## src/hdl/xlate_pkg.sv

```systemverilog
// Constants for the address translation cache and transparent windows.
// Assumes one clock and a 32-bit APB register port.
// Notes on behaviour
// (RULE_01) Cache holds 64 translations, four-way set associative, tag, status, address, attributes.
// (RULE_02) Two-bit policy: 00 write-through, 01 copyback, 10 serialized, 11 noncachable.
// (RULE_03) Stored privilege bit is one for supervisor entries and joins tag compare.
// (RULE_04) Global entries survive the local purge variants.
// (RULE_05) Tag covers bits 31..12 for 4K pages, 31..13 for 8K pages.
// (RULE_06) Write hitting entry with modified clear walks, reloads entry, then retries.
// (RULE_07) Resident bit set only when walk saw no nonresident page or error.
// (RULE_08) Supervisor-only entries refuse user accesses.
// (RULE_09) User attribute bits go out only during an external bus transfer; the outputs are registered and follow bus_xfer one cycle late.
// (RULE_10) Valid set on load, cleared by a matching purge or purge-all.
// (RULE_11) Write-protected entry aborts writes and read-modify-writes at once.
// (RULE_12) Set index is four bits above page offset; valid tag and privilege match hits.
// (RULE_13) Miss aborts the access, walks tables, stores the translation, signals retry.
// (RULE_14) 4K: bit 12 indexes, bit 16 compared; 8K: bit 16 indexes, bit 12 passes.
// (RULE_15) Software disables translation before page size change and purges before enabling.
// (RULE_16) Lookup overlaps the cache indexing cycle; a hit costs no extra cycle.
// (RULE_17) Fill an invalid way first, else the way named by the access counter.
// (RULE_18) Two windows, each disableable, each covering at least 16 Mbytes.
// (RULE_19) Window matches on privilege field and top eight bits, masked bits excluded.
// (RULE_20) Write-protected matching window aborts writes and read-modify-writes.
// (RULE_21) Window match passes the address through; first window wins when both match.
// (RULE_22) Windows are checked before the cache and override a cache hit.
// (RULE_23) Hit on an entry made by a failed walk aborts with bus error.
// (RULE_24) Replacement counter wraps modulo four and picks the way directly.

package xlate_pkg;
	// Register byte offsets
	localparam logic [11:0] OFS_CTRL    = 12'h000;
	localparam logic [11:0] OFS_WIN0    = 12'h004;
	localparam logic [11:0] OFS_WIN1    = 12'h008;
	localparam logic [11:0] OFS_PADDR   = 12'h00C;
	localparam logic [11:0] OFS_PCMD    = 12'h010;
	localparam logic [11:0] OFS_STATUS  = 12'h014;

	// Control register bits
	localparam int CTRL_EN      = 0;
	localparam int CTRL_PAGE8K  = 1;

	// Window register fields
	localparam int WIN_BASE     = 24;
	localparam int WIN_MASK     = 16;
	localparam int WIN_EN       = 15;
	localparam int WIN_SBOTH    = 14;
	localparam int WIN_SSUP     = 13;
	localparam int WIN_U1       = 9;
	localparam int WIN_U0       = 8;
	localparam int WIN_POL      = 5;
	localparam int WIN_WP       = 2;

	// Purge address register: bit 0 is the privilege of the purged entry
	localparam int PADDR_SUP    = 0;

	// Purge operations
	typedef enum logic [1:0] {
		PURGE_ONE       = 2'b00,
		PURGE_ALL       = 2'b01,
		PURGE_LOCAL     = 2'b10,
		PURGE_ALL_LOCAL = 2'b11
	} purge_op_t;

	// Caching policy codes
	localparam logic [1:0] POL_WTHRU    = 2'h0;
	localparam logic [1:0] POL_COPYBACK = 2'h1;
	localparam logic [1:0] POL_SERIAL   = 2'h2;
	localparam logic [1:0] POL_NOCACHE  = 2'h3;

	// Cache geometry
	localparam int ENTRIES      = 64;
	localparam int WAYS         = 4;
	localparam int SETS         = 16;

	// Entry layout
	localparam int E_TAG        = 0;
	localparam int E_PA         = 20;
	localparam int E_POL        = 40;
	localparam int E_U0         = 42;
	localparam int E_U1         = 43;
	localparam int E_S          = 44;
	localparam int E_W          = 45;
	localparam int E_M          = 46;
	localparam int E_R          = 47;
	localparam int E_PRIV       = 48;
	localparam int E_WIDTH      = 49;

	// Reset values
	localparam logic [31:0] CTRL_RST = 32'h0000_0000;
	localparam logic [31:0] WIN_RST  = 32'h0000_0000;
endpackage : xlate_pkg

```

## src/hdl/way_store.sv

```systemverilog
// Entry storage: one word per entry, all ways of a set read together.
// Assumes the caller keeps valid and global bits in flip-flops of its own.
`timescale 1ns/1ps

module way_store #(
	parameter int SETS  = 16,
	parameter int WAYS  = 4,
	parameter int WIDTH = 49
) (
	// Clock
	input  wire logic                    clk,
	// Read port, data one cycle later
	input  wire logic                    rd_en,
	input  wire logic [$clog2(SETS)-1:0] rd_idx,
	output logic      [WAYS*WIDTH-1:0]   rd_data,
	// Write port
	input  wire logic                    wr_en,
	input  wire logic [$clog2(SETS)-1:0] wr_idx,
	input  wire logic [$clog2(WAYS)-1:0] wr_way,
	input  wire logic [WIDTH-1:0]        wr_data
);
	logic [WIDTH-1:0] mem [SETS*WAYS];

	initial
	begin
		if (SETS < 2 || WAYS < 2)
			$error("way_store needs at least two sets and two ways");
	end

	always_ff @(posedge clk)
	begin
		if (wr_en)
			mem[{wr_idx, wr_way}] <= wr_data;
	end

	always_ff @(posedge clk)
	begin
		if (rd_en)
			for (int w = 0; w < WAYS; w++)
				rd_data[w*WIDTH +: WIDTH] <= mem[{rd_idx, w[$clog2(WAYS)-1:0]}];
	end
endmodule : way_store

```

## src/hdl/xlate_cache.sv

```systemverilog
// Address translation for one memory unit: 64-entry cache plus two windows.
// Assumes one access in flight, a table walker that answers with walk_done,
// and a cache controller that flags external transfers on bus_xfer.
//
// Local design decisions: the APB register port and the register addresses.
`timescale 1ns/1ps

module xlate_cache
	import xlate_pkg::*;
(
	// Clock and reset
	input  wire logic        pclk,
	input  wire logic        presetn,
	// APB slave
	input  wire logic        psel,
	input  wire logic        penable,
	input  wire logic        pwrite,
	input  wire logic [11:0] paddr,
	input  wire logic [31:0] pwdata,
	output logic      [31:0] prdata,
	output logic             pready,
	output logic             pslverr,
	// Access request from the execution unit
	input  wire logic        acc_valid,
	output logic             acc_ready,
	input  wire logic [31:0] acc_addr,
	input  wire logic        acc_write,
	input  wire logic        acc_rmw,
	input  wire logic        acc_super,
	// Translation result
	output logic             res_valid,
	output logic             res_ok,
	output logic             res_abort,
	output logic             res_acc_err,
	output logic             res_bus_err,
	output logic      [31:0] res_paddr,
	output logic      [1:0]  caching_policy,
	output logic             retry,
	// User attributes to the bus
	input  wire logic        bus_xfer,
	output logic             user_attr_out_zero,
	output logic             user_attr_out_one,
	// Table walker
	output logic             walk_req,
	output logic      [31:0] walk_addr,
	output logic             walk_super,
	output logic             walk_write,
	input  wire logic        walk_done,
	input  wire logic [19:0] walk_pa,
	input  wire logic [1:0]  walk_policy,
	input  wire logic        walk_u0,
	input  wire logic        walk_u1,
	input  wire logic        walk_s,
	input  wire logic        walk_w,
	input  wire logic        walk_m,
	input  wire logic        walk_global,
	input  wire logic        walk_nonres,
	input  wire logic        walk_tea
);
	import xlate_pkg::*;

	typedef enum logic [2:0] {S_IDLE, S_LOOK, S_WALK, S_FILL, S_PSCAN} state_t;

	// Set index, four bits above the page offset
	function automatic logic [3:0] set_index(input logic [31:0] la, input logic p8k);
		return p8k ? la[16:13] : la[15:12];
	endfunction : set_index

	// Tag and privilege compare
	function automatic logic tag_hit(input logic [E_WIDTH-1:0] e, input logic [31:0] la,
	                                 input logic sup, input logic p8k);
		return (e[E_PRIV] == sup) &&
		       (p8k ? (e[E_TAG+5 +: 15] == la[31:17]) : (e[E_TAG+4 +: 16] == la[31:16]));
	endfunction : tag_hit

	// (RULE_19) match on privilege and top byte
	function automatic logic win_hit(input logic [31:0] w, input logic [31:0] la,
	                                 input logic sup);
		return w[WIN_EN] &&
		       (((w[WIN_BASE +: 8] ^ la[31:24]) & ~w[WIN_MASK +: 8]) == 8'h00) &&
		       (w[WIN_SBOTH] || (w[WIN_SSUP] == sup));
	endfunction : win_hit

	state_t                      state_r;
	logic   [31:0]               ctrl_r;
	logic   [31:0]               win0_r;
	logic   [31:0]               win1_r;
	logic   [31:0]               purge_addr_r;
	logic   [1:0]                purge_op_r;
	logic                        purge_pend_r;
	logic                        purge_take;
	logic   [ENTRIES-1:0]        valid_r;
	logic   [ENTRIES-1:0]        global_r;
	logic   [1:0]                repl_r;
	logic   [31:0]               la_r;
	logic                        wr_r;
	logic                        sup_r;
	logic   [3:0]                idx_r;
	logic   [1:0]                fill_way_r;
	logic                        attr_u0_r;
	logic                        attr_u1_r;
	logic   [E_WIDTH-1:0]        fill_r;
	logic                        fill_glb_r;
	logic   [WAYS*E_WIDTH-1:0]   set_data;
	logic                        rd_en;
	logic   [3:0]                rd_idx;
	logic                        accept;
	logic                        p8k;
	logic                        w0_hit;
	logic                        w1_hit;
	logic   [WAYS-1:0]           hit_vec;
	logic   [WAYS-1:0]           inv_vec;
	logic   [1:0]                hit_way;
	logic   [1:0]                inv_way;
	logic   [E_WIDTH-1:0]        hit_e;
	logic                        apb_wr;
	logic                        apb_setup;

	assign p8k       = ctrl_r[CTRL_PAGE8K];
	assign accept    = (state_r == S_IDLE) && acc_valid && acc_ready;
	assign apb_setup = psel && !penable;
	assign apb_wr    = psel && penable && pready && pwrite;

	// An access goes before a pending purge
	assign purge_take = (state_r == S_IDLE) && purge_pend_r && !accept;

	// (RULE_16) lookup in parallel
	assign rd_en  = accept || purge_take;
	assign rd_idx = accept ? set_index(acc_addr, p8k) : set_index(purge_addr_r, p8k);

	// (RULE_01) 64 entries, four ways
	way_store #(
		.SETS  (SETS),
		.WAYS  (WAYS),
		.WIDTH (E_WIDTH)
	) u_store (
		.clk     (pclk),
		.rd_en   (rd_en),
		.rd_idx  (rd_idx),
		.rd_data (set_data),
		.wr_en   (state_r == S_FILL),
		.wr_idx  (idx_r),
		.wr_way  (fill_way_r),
		.wr_data (fill_r)
	);

	// Hit and free-way search over the indexed set
	always_comb
	begin
		hit_vec = '0;
		inv_vec = '0;
		hit_way = 2'd0;
		inv_way = 2'd0;
		hit_e   = '0;
		for (int w = WAYS - 1; w >= 0; w--)
		begin
			// (RULE_12) valid tag hit
			// (RULE_03) privilege compare
			hit_vec[w] = valid_r[{idx_r, w[1:0]}] &&
			             tag_hit(set_data[w*E_WIDTH +: E_WIDTH], la_r, sup_r, p8k);
			inv_vec[w] = !valid_r[{idx_r, w[1:0]}];
			if (hit_vec[w])
			begin
				hit_way = w[1:0];
				hit_e   = set_data[w*E_WIDTH +: E_WIDTH];
			end
			if (inv_vec[w])
				inv_way = w[1:0];
		end
	end

	// (RULE_18) two windows, each with enable
	assign w0_hit = win_hit(win0_r, la_r, sup_r);
	assign w1_hit = win_hit(win1_r, la_r, sup_r);

	// APB register file, zero wait states
	always_ff @(posedge pclk or negedge presetn)
	begin
		if (!presetn)
		begin
			ctrl_r       <= CTRL_RST;
			win0_r       <= WIN_RST;
			win1_r       <= WIN_RST;
			purge_addr_r <= 32'h0000_0000;
			purge_op_r   <= PURGE_ONE;
			purge_pend_r <= 1'b0;
			pready       <= 1'b0;
			pslverr      <= 1'b0;
			prdata       <= 32'h0000_0000;
		end
		else
		begin
			pready  <= apb_setup;
			pslverr <= 1'b0;
			if (purge_take)
				purge_pend_r <= 1'b0;
			if (apb_setup)
			begin
				prdata <= 32'h0000_0000;
				unique case (paddr)
					OFS_CTRL:   prdata <= {30'h0000_0000, ctrl_r[1:0]};
					OFS_WIN0:   prdata <= win0_r;
					OFS_WIN1:   prdata <= win1_r;
					OFS_PADDR:  prdata <= purge_addr_r;
					OFS_PCMD:   prdata <= {30'h0000_0000, purge_op_r};
					OFS_STATUS: prdata <= {28'h000_0000, repl_r, purge_pend_r,
					                       state_r != S_IDLE};
					default:    pslverr <= 1'b1;
				endcase
			end
			if (apb_wr)
			begin
				unique case (paddr)
					OFS_CTRL:  ctrl_r <= {30'h0000_0000, pwdata[1:0]};
					OFS_WIN0:  win0_r <= pwdata;
					OFS_WIN1:  win1_r <= pwdata;
					OFS_PADDR: purge_addr_r <= pwdata;
					OFS_PCMD:
					begin
						// A command while one is pending is dropped
						if (!purge_pend_r)
						begin
							purge_op_r   <= pwdata[1:0];
							purge_pend_r <= 1'b1;
						end
					end
					default: ;
				endcase
			end
		end
	end

	// Replacement pointer, one step per access
	always_ff @(posedge pclk or negedge presetn)
	begin
		if (!presetn)
			repl_r <= 2'd0;
		else if (accept)
			// (RULE_24) wraps modulo four
			repl_r <= repl_r + 2'd1;
	end

	// Valid and global bits
	always_ff @(posedge pclk or negedge presetn)
	begin
		if (!presetn)
		begin
			valid_r  <= '0;
			global_r <= '0;
		end
		else if (state_r == S_FILL)
		begin
			// (RULE_10) valid on load
			valid_r[{idx_r, fill_way_r}]  <= 1'b1;
			global_r[{idx_r, fill_way_r}] <= fill_glb_r;
		end
		else if (purge_take && purge_op_r[0])
		begin
			// (RULE_04) global survives local purge
			for (int i = 0; i < ENTRIES; i++)
				if (!(purge_op_r[1] && global_r[i]))
					valid_r[i] <= 1'b0;
		end
		else if (state_r == S_PSCAN)
		begin
			// (RULE_10) purge clears matching entries
			for (int w = 0; w < WAYS; w++)
				if (tag_hit(set_data[w*E_WIDTH +: E_WIDTH], la_r, sup_r, p8k) &&
				    !(purge_op_r[1] && global_r[{idx_r, w[1:0]}]))
					valid_r[{idx_r, w[1:0]}] <= 1'b0;
		end
	end

	// Access sequencer and result outputs
	always_ff @(posedge pclk or negedge presetn)
	begin
		if (!presetn)
		begin
			state_r        <= S_IDLE;
			acc_ready      <= 1'b0;
			la_r           <= 32'h0000_0000;
			wr_r           <= 1'b0;
			sup_r          <= 1'b0;
			idx_r          <= 4'h0;
			fill_way_r     <= 2'd0;
			fill_r         <= '0;
			fill_glb_r     <= 1'b0;
			res_valid      <= 1'b0;
			res_ok         <= 1'b0;
			res_abort      <= 1'b0;
			res_acc_err    <= 1'b0;
			res_bus_err    <= 1'b0;
			res_paddr      <= 32'h0000_0000;
			caching_policy <= POL_WTHRU;
			attr_u0_r      <= 1'b0;
			attr_u1_r      <= 1'b0;
			retry          <= 1'b0;
			walk_req       <= 1'b0;
			walk_addr      <= 32'h0000_0000;
			walk_super     <= 1'b0;
			walk_write     <= 1'b0;
		end
		else
		begin
			res_valid   <= 1'b0;
			res_ok      <= 1'b0;
			res_abort   <= 1'b0;
			res_acc_err <= 1'b0;
			res_bus_err <= 1'b0;
			retry       <= 1'b0;
			unique case (state_r)
				S_IDLE:
				begin
					acc_ready <= !accept && !purge_take;
					if (accept)
					begin
						la_r    <= acc_addr;
						wr_r    <= acc_write || acc_rmw;
						sup_r   <= acc_super;
						idx_r   <= rd_idx;
						state_r <= S_LOOK;
					end
					else if (purge_take && !purge_op_r[0])
					begin
						la_r    <= purge_addr_r;
						sup_r   <= purge_addr_r[PADDR_SUP];
						idx_r   <= rd_idx;
						state_r <= S_PSCAN;
					end
				end
				S_LOOK:
				begin
					res_valid      <= 1'b1;
					res_paddr      <= la_r;
					caching_policy <= POL_WTHRU;
					attr_u0_r      <= 1'b0;
					attr_u1_r      <= 1'b0;
					state_r        <= S_IDLE;
					acc_ready      <= 1'b1;
					// (RULE_22) windows before cache
					if (w0_hit || w1_hit)
					begin
						// (RULE_21) first window wins
						caching_policy <= w0_hit ? win0_r[WIN_POL +: 2] : win1_r[WIN_POL +: 2];
						attr_u0_r      <= w0_hit ? win0_r[WIN_U0] : win1_r[WIN_U0];
						attr_u1_r      <= w0_hit ? win0_r[WIN_U1] : win1_r[WIN_U1];
						// (RULE_20) window write protect
						if (wr_r && (w0_hit ? win0_r[WIN_WP] : win1_r[WIN_WP]))
							res_acc_err <= 1'b1;
						else
							res_ok <= 1'b1;
					end
					else if (!ctrl_r[CTRL_EN])
						res_ok <= 1'b1;
					else if (hit_vec != '0)
					begin
						// (RULE_14) bit 12 from entry or address
						res_paddr <= {hit_e[E_PA+1 +: 19], p8k ? la_r[12] : hit_e[E_PA],
						              la_r[11:0]};
						// (RULE_02) policy from entry
						caching_policy <= hit_e[E_POL +: 2];
						attr_u0_r      <= hit_e[E_U0];
						attr_u1_r      <= hit_e[E_U1];
						// (RULE_23) failed walk entry
						if (!hit_e[E_R])
							res_bus_err <= 1'b1;
						// (RULE_08) supervisor only
						else if (hit_e[E_S] && !sup_r)
							res_acc_err <= 1'b1;
						// (RULE_11) write protect abort
						else if (wr_r && hit_e[E_W])
							res_acc_err <= 1'b1;
						// (RULE_06) first write walks
						else if (wr_r && !hit_e[E_M])
						begin
							res_abort  <= 1'b1;
							fill_way_r <= hit_way;
							walk_req   <= 1'b1;
							state_r    <= S_WALK;
							acc_ready  <= 1'b0;
						end
						else
							res_ok <= 1'b1;
					end
					else
					begin
						// (RULE_13) miss aborts and walks
						res_abort <= 1'b1;
						// (RULE_17) invalid way first
						fill_way_r <= (inv_vec != '0) ? inv_way : repl_r;
						walk_req   <= 1'b1;
						state_r    <= S_WALK;
						acc_ready  <= 1'b0;
					end
					walk_addr  <= la_r;
					walk_super <= sup_r;
					walk_write <= wr_r;
				end
				S_WALK:
				begin
					if (walk_done)
					begin
						walk_req <= 1'b0;
						// (RULE_05) tag keeps bits 31..12
						fill_r[E_TAG +: 20] <= la_r[31:12];
						fill_r[E_PA +: 20]  <= walk_pa;
						fill_r[E_POL +: 2]  <= walk_policy;
						fill_r[E_U0]        <= walk_u0;
						fill_r[E_U1]        <= walk_u1;
						fill_r[E_S]         <= walk_s;
						fill_r[E_W]         <= walk_w;
						fill_r[E_M]         <= walk_m;
						// (RULE_07) resident only on clean walk
						fill_r[E_R]         <= !(walk_nonres || walk_tea);
						fill_r[E_PRIV]      <= sup_r;
						fill_glb_r          <= walk_global;
						state_r             <= S_FILL;
					end
				end
				S_FILL:
				begin
					// Retry only once the entry is in place
					retry     <= 1'b1;
					acc_ready <= 1'b1;
					state_r   <= S_IDLE;
				end
				S_PSCAN:
				begin
					acc_ready <= 1'b1;
					state_r   <= S_IDLE;
				end
			endcase
		end
	end

	// User attributes shown the cycle after bus_xfer is high, and only then
	always_ff @(posedge pclk or negedge presetn)
	begin
		if (!presetn)
		begin
			user_attr_out_zero <= 1'b0;
			user_attr_out_one  <= 1'b0;
		end
		else
		begin
			// (RULE_09) attributes echo on bus
			user_attr_out_zero <= bus_xfer && attr_u0_r;
			user_attr_out_one  <= bus_xfer && attr_u1_r;
		end
	end
endmodule : xlate_cache

```

## config.mk

```make
export PLATFORM = sky130hd
export DESIGN_NAME = xlate_cache
export DESIGN_NICKNAME = d
export VERILOG_FILES = /design/src/hdl/xlate_pkg.sv /design/src/hdl/way_store.sv /design/src/hdl/xlate_cache.sv
export SDC_FILE = /design/constraint.sdc
export NUM_CORES = 2
export LEC_CHECK = 0
export BUFFER_PORTS_ARGS = -buffer_cell sky130_fd_sc_hd__buf_2
export CORE_UTILIZATION = 40
export CTS_CLUSTER_DIAMETER = 100
export DETAILED_ROUTE_END_ITERATION = 8
export GPL_TIMING_DRIVEN = 0
export PLACE_DENSITY_LB_ADDON = 0.3
export SYNTH_ARGS = -nofsm -noshare
export SYNTH_HDL_FRONTEND = slang
export SYNTH_SLANG_ARGS = --single-unit
```

## constraint.sdc

```tcl
create_clock -name pclk -period 6.2 [get_ports pclk]
set_input_delay 1.24 -clock pclk [delete_from_list [all_inputs] [get_ports pclk]]
set_output_delay 1.24 -clock pclk [all_outputs]
set_load 0.005 [all_outputs]
```

==> results.py <==
metrics = {
    "clock_network": {
        "htreeDepth": 5,
        "cts_max_path_buffers": 4,
        "cts_root_buf": "clkbuf_16",
        "holdBufCountCts": 0,
        "cts_resized": 0,
        "clk_pin_slew_worst_paths_ns": 0.06,
        "cts_tree": "built",
        "cts_sinks": 3482,
        "clk_latency_ns": 0.98,
        "cts_setup_buffers": 0,
        "cts-buffers-inserted": 359,
    },
    "worst_setup_path": {
        "crit_path_end_kind": "flop",
        "crit_start": "la_r[17]",
        "crit_arrival_ns": 6.80,
        "start_kind": "flop",
        "rr_startpoint": "la_r[17]",
        "path_max_fanout": 10,
        "r2r_end": "res_paddr[26]",
        "path_class": "flop to flop",
        "required_ns": 7.06,
        "reg2reg_slack_ns": 0.26,
        "rr_worst_depth": 11,
    },
    "global_routing": {
        "gr-total-overflow": 0,
        "grt.total_usage_pct": 24.3,
        "grt_pass1_vias": 72225,
        "antenna_found_initial": 45,
        "grt_pass1_wl_mm": 574,
        "grt_start_max_net_pins": 116,
    },
    "routing": {
        "drt_iter0_markers": 10316,
        "wire_per_inst_um": 33.6,
        "drc": 0,
        "antenna_left": 0,
        "wl_mm": 416,
        "first_pass_iters": 6,
        "via_per_inst": 5.86,
        "route.vias.total": 72656,
    },
    "synthesis": {
        "synth_flop_cell": "edfxtp_1",
        "avgSynthCellArea_um2": 19.9,
        "synth_top_area_share_pct": 68.0,
        "ys_ff_latch": 3482,
        "yosysUniqueCellTypes": 68,
        "synth_edf_count": 3060,
        "synth_common_cells": "3,060 x edfxtp_1, 741 x mux4_2, 494 x nand2_1",
        "syn-num-nets": 6909,
        "synth_async_sr_flop_share_pct": 12.1,
        "synth_warnings": 0,
        "ys_seq_area_share_pct": 75.8,
        "synth.top_cells.by_area": "edfxtp_1 68%, mux4_2 12%, dfrtp_1 7.8%",
        "synth_area_um2": 135000,
        "synthCells": 6792,
        "yosysMostFrequentCell": "edfxtp_1",
        "yosysTopAreaCell": "edfxtp_1",
    },
    "floorplan": {
        "core.rowCount": 213,
        "die_w_um": 583,
        "die_h_um": 583,
        "io_pins": 229,
        "initial_core_util_pct": 40.2,
        "die_area_um2": 340000,
        "core-area_um2": 337000,
    },
    "hold_path": {
        "holdCritPathClass": "input pin to asynchronous set/reset pin",
    },
    "sta": {
        "skew_ns": 0.0769,
        "finalMaxSlewViolations": 66,
        "rsz0062_at_grt": "false",
        "fmax_mhz": 168,
        "setup_tns_ns": 0,
        "tightest_slew_ns": 1.69,
        "holdWs_ns": 0.326,
        "finalSetupViolCount": 0,
        "finalCritPeriodShare_pct": 95.8,
        "slew_headroom_pct": -13.0,
        "hold_viol_final": 0,
        "period_needed_ns": 5.94,
    },
    "layout": {
        "area_growth_pct": 16.9,
        "drive_above_1_share_pct": 28.0,
        "nets": 7685,
        "fill_cells": 27837,
        "final_cells": 12392,
    },
    "status": {
        "violations": "capacitance limit, slew limit",
        "status": "finished with violations",
    },
    "place": {
        "gp_congestion": 1.04,
        "dp_cells": 11710,
        "hpwlAfterDp_mm": 282,
        "port_buffers": 228,
    },
    "power": {
        "p_leak_nw": 51.7,
        "irDropWorstVdd_v": 0.000249,
        "cellPowerDensity_nw_per_um2": 354,
    },
    "job": {
        "cap_violations": 13,
    },
}
[cell families (layout without fill, tap and decap cells)]
group,count (synthesis),after routing,synth area share [%]
simple gates,974,974,3.24
xor+xnor,88,88,0.570
other cells,0,18,0
flops,3482,3482,75.8
buf+inv,413,1480,1.50
mux,1138,1138,15.6
compound gates,697,697,3.28
[worst max-delay path, stage by stage (launching register included)]
cell and delay (ns):
dfrtp_1 0.37, clkbuf_2 0.60, xnor2_1 0.54, nand4_1 0.13, nor3_1 0.93, nand3_1 0.54, nand2_1 0.68, clkbuf_1 0.83
a221oi_1 0.49, nor3_1 0.39, a21oi_1 0.07, o21ai_0 0.19
[worst max-delay path by stage]
stage / cells past startpoint / endpoint / slack (ns)
floorplan: 7 / idx_r[2] / 0.38
global placement: 1 / retry / -4.80
detailed placement: 11 / u_store.rd_data[29] / 0.32
CTS: 11 / u_store.rd_data[29] / 0.64
global route: 11 / res_paddr[26] / 0.53
finish: 11 / res_paddr[26] / 0.26
[cells in the final DEF (no fill, tap or decap), drive strengths merged, types with 5 or more instances in the layout]
master	n
dfrtp	422
o31ai	5
a211oi	183
a22oi	37
bufinv	31
xor2	22
inv	18
and2	18
buf	634
nor2b	180
nor3	29
clkbuf	634
a31oi	100
clkinvlp	8
nand3	16
edfxtp	3060
a221oi	24
diode	18
mux2	194
nand2	496
xnor2	66
and3	5
clkinv	155
nor2	185
nand4	14
mux4	756
o21ai	91
o22ai	32
a21oi	198
nor4	7
mux2i	188
or3	5
nand2b	6
[layer usage]
metal	GRT usage [%]	part of all wire, %
met1	32.4	39
met2	37.8	46
met3	5.57	9.9
met4	11.2	5.2
met5	0.326	0.024
[where the power goes]
group	switching (mW)	internal, mW
Sequential	0.716	26.0
Clock	9.22	12.2
Combinational	5.49	2.22
Total	15.4	40.5
[metrics by stage]
| stage | setup slack, ns | power (mW) | util (%) | cell area (um2) |
|---|---|---|---|---|
| floorplan | 0.385 | 30.8 | - | 135000 |
| global placement | -4.80 | 34.8 | 42.2 | 142000 |
| detailed placement | 0.321 | 34.8 | 43.4 | 146000 |
| CTS | 0.637 | 56.0 | 46.9 | 158000 |
| global route | 0.534 | 57.2 | 46.9 | 158000 |
| finish | 0.261 | 55.9 | 47.0 | 158000 |
[flip-flops by register name, indices dropped and copies added, names as in the netlist, 3 cells and up]
name / cells
u_store.mem: 2880
u_store.rd_data: 180
global_r: 64
valid_r: 64
fill_r: 45
la_r: 32
prdata: 32
purge_addr_r: 32
res_paddr: 32
win0_r: 32
win1_r: 32
walk_addr: 20
idx_r: 4
state_r: 3
[cell type report]
cell class	count	area, um2	share of cell area (%)
Sequential cell	3482	103000	64.9
Multi-Input combinational cell	2897	31300	19.8
Clock buffer	448	9510	6.02
Tap cell	4515	5650	3.57
Timing Repair Buffer	415	4790	3.03
Clock inverter	204	2150	1.36
Buffer	405	2010	1.27
Antenna cell	18	45.0	0.0285
Inverter	8	37.5	0.0238
Note: power is estimated with default switching activity, not from simulation.
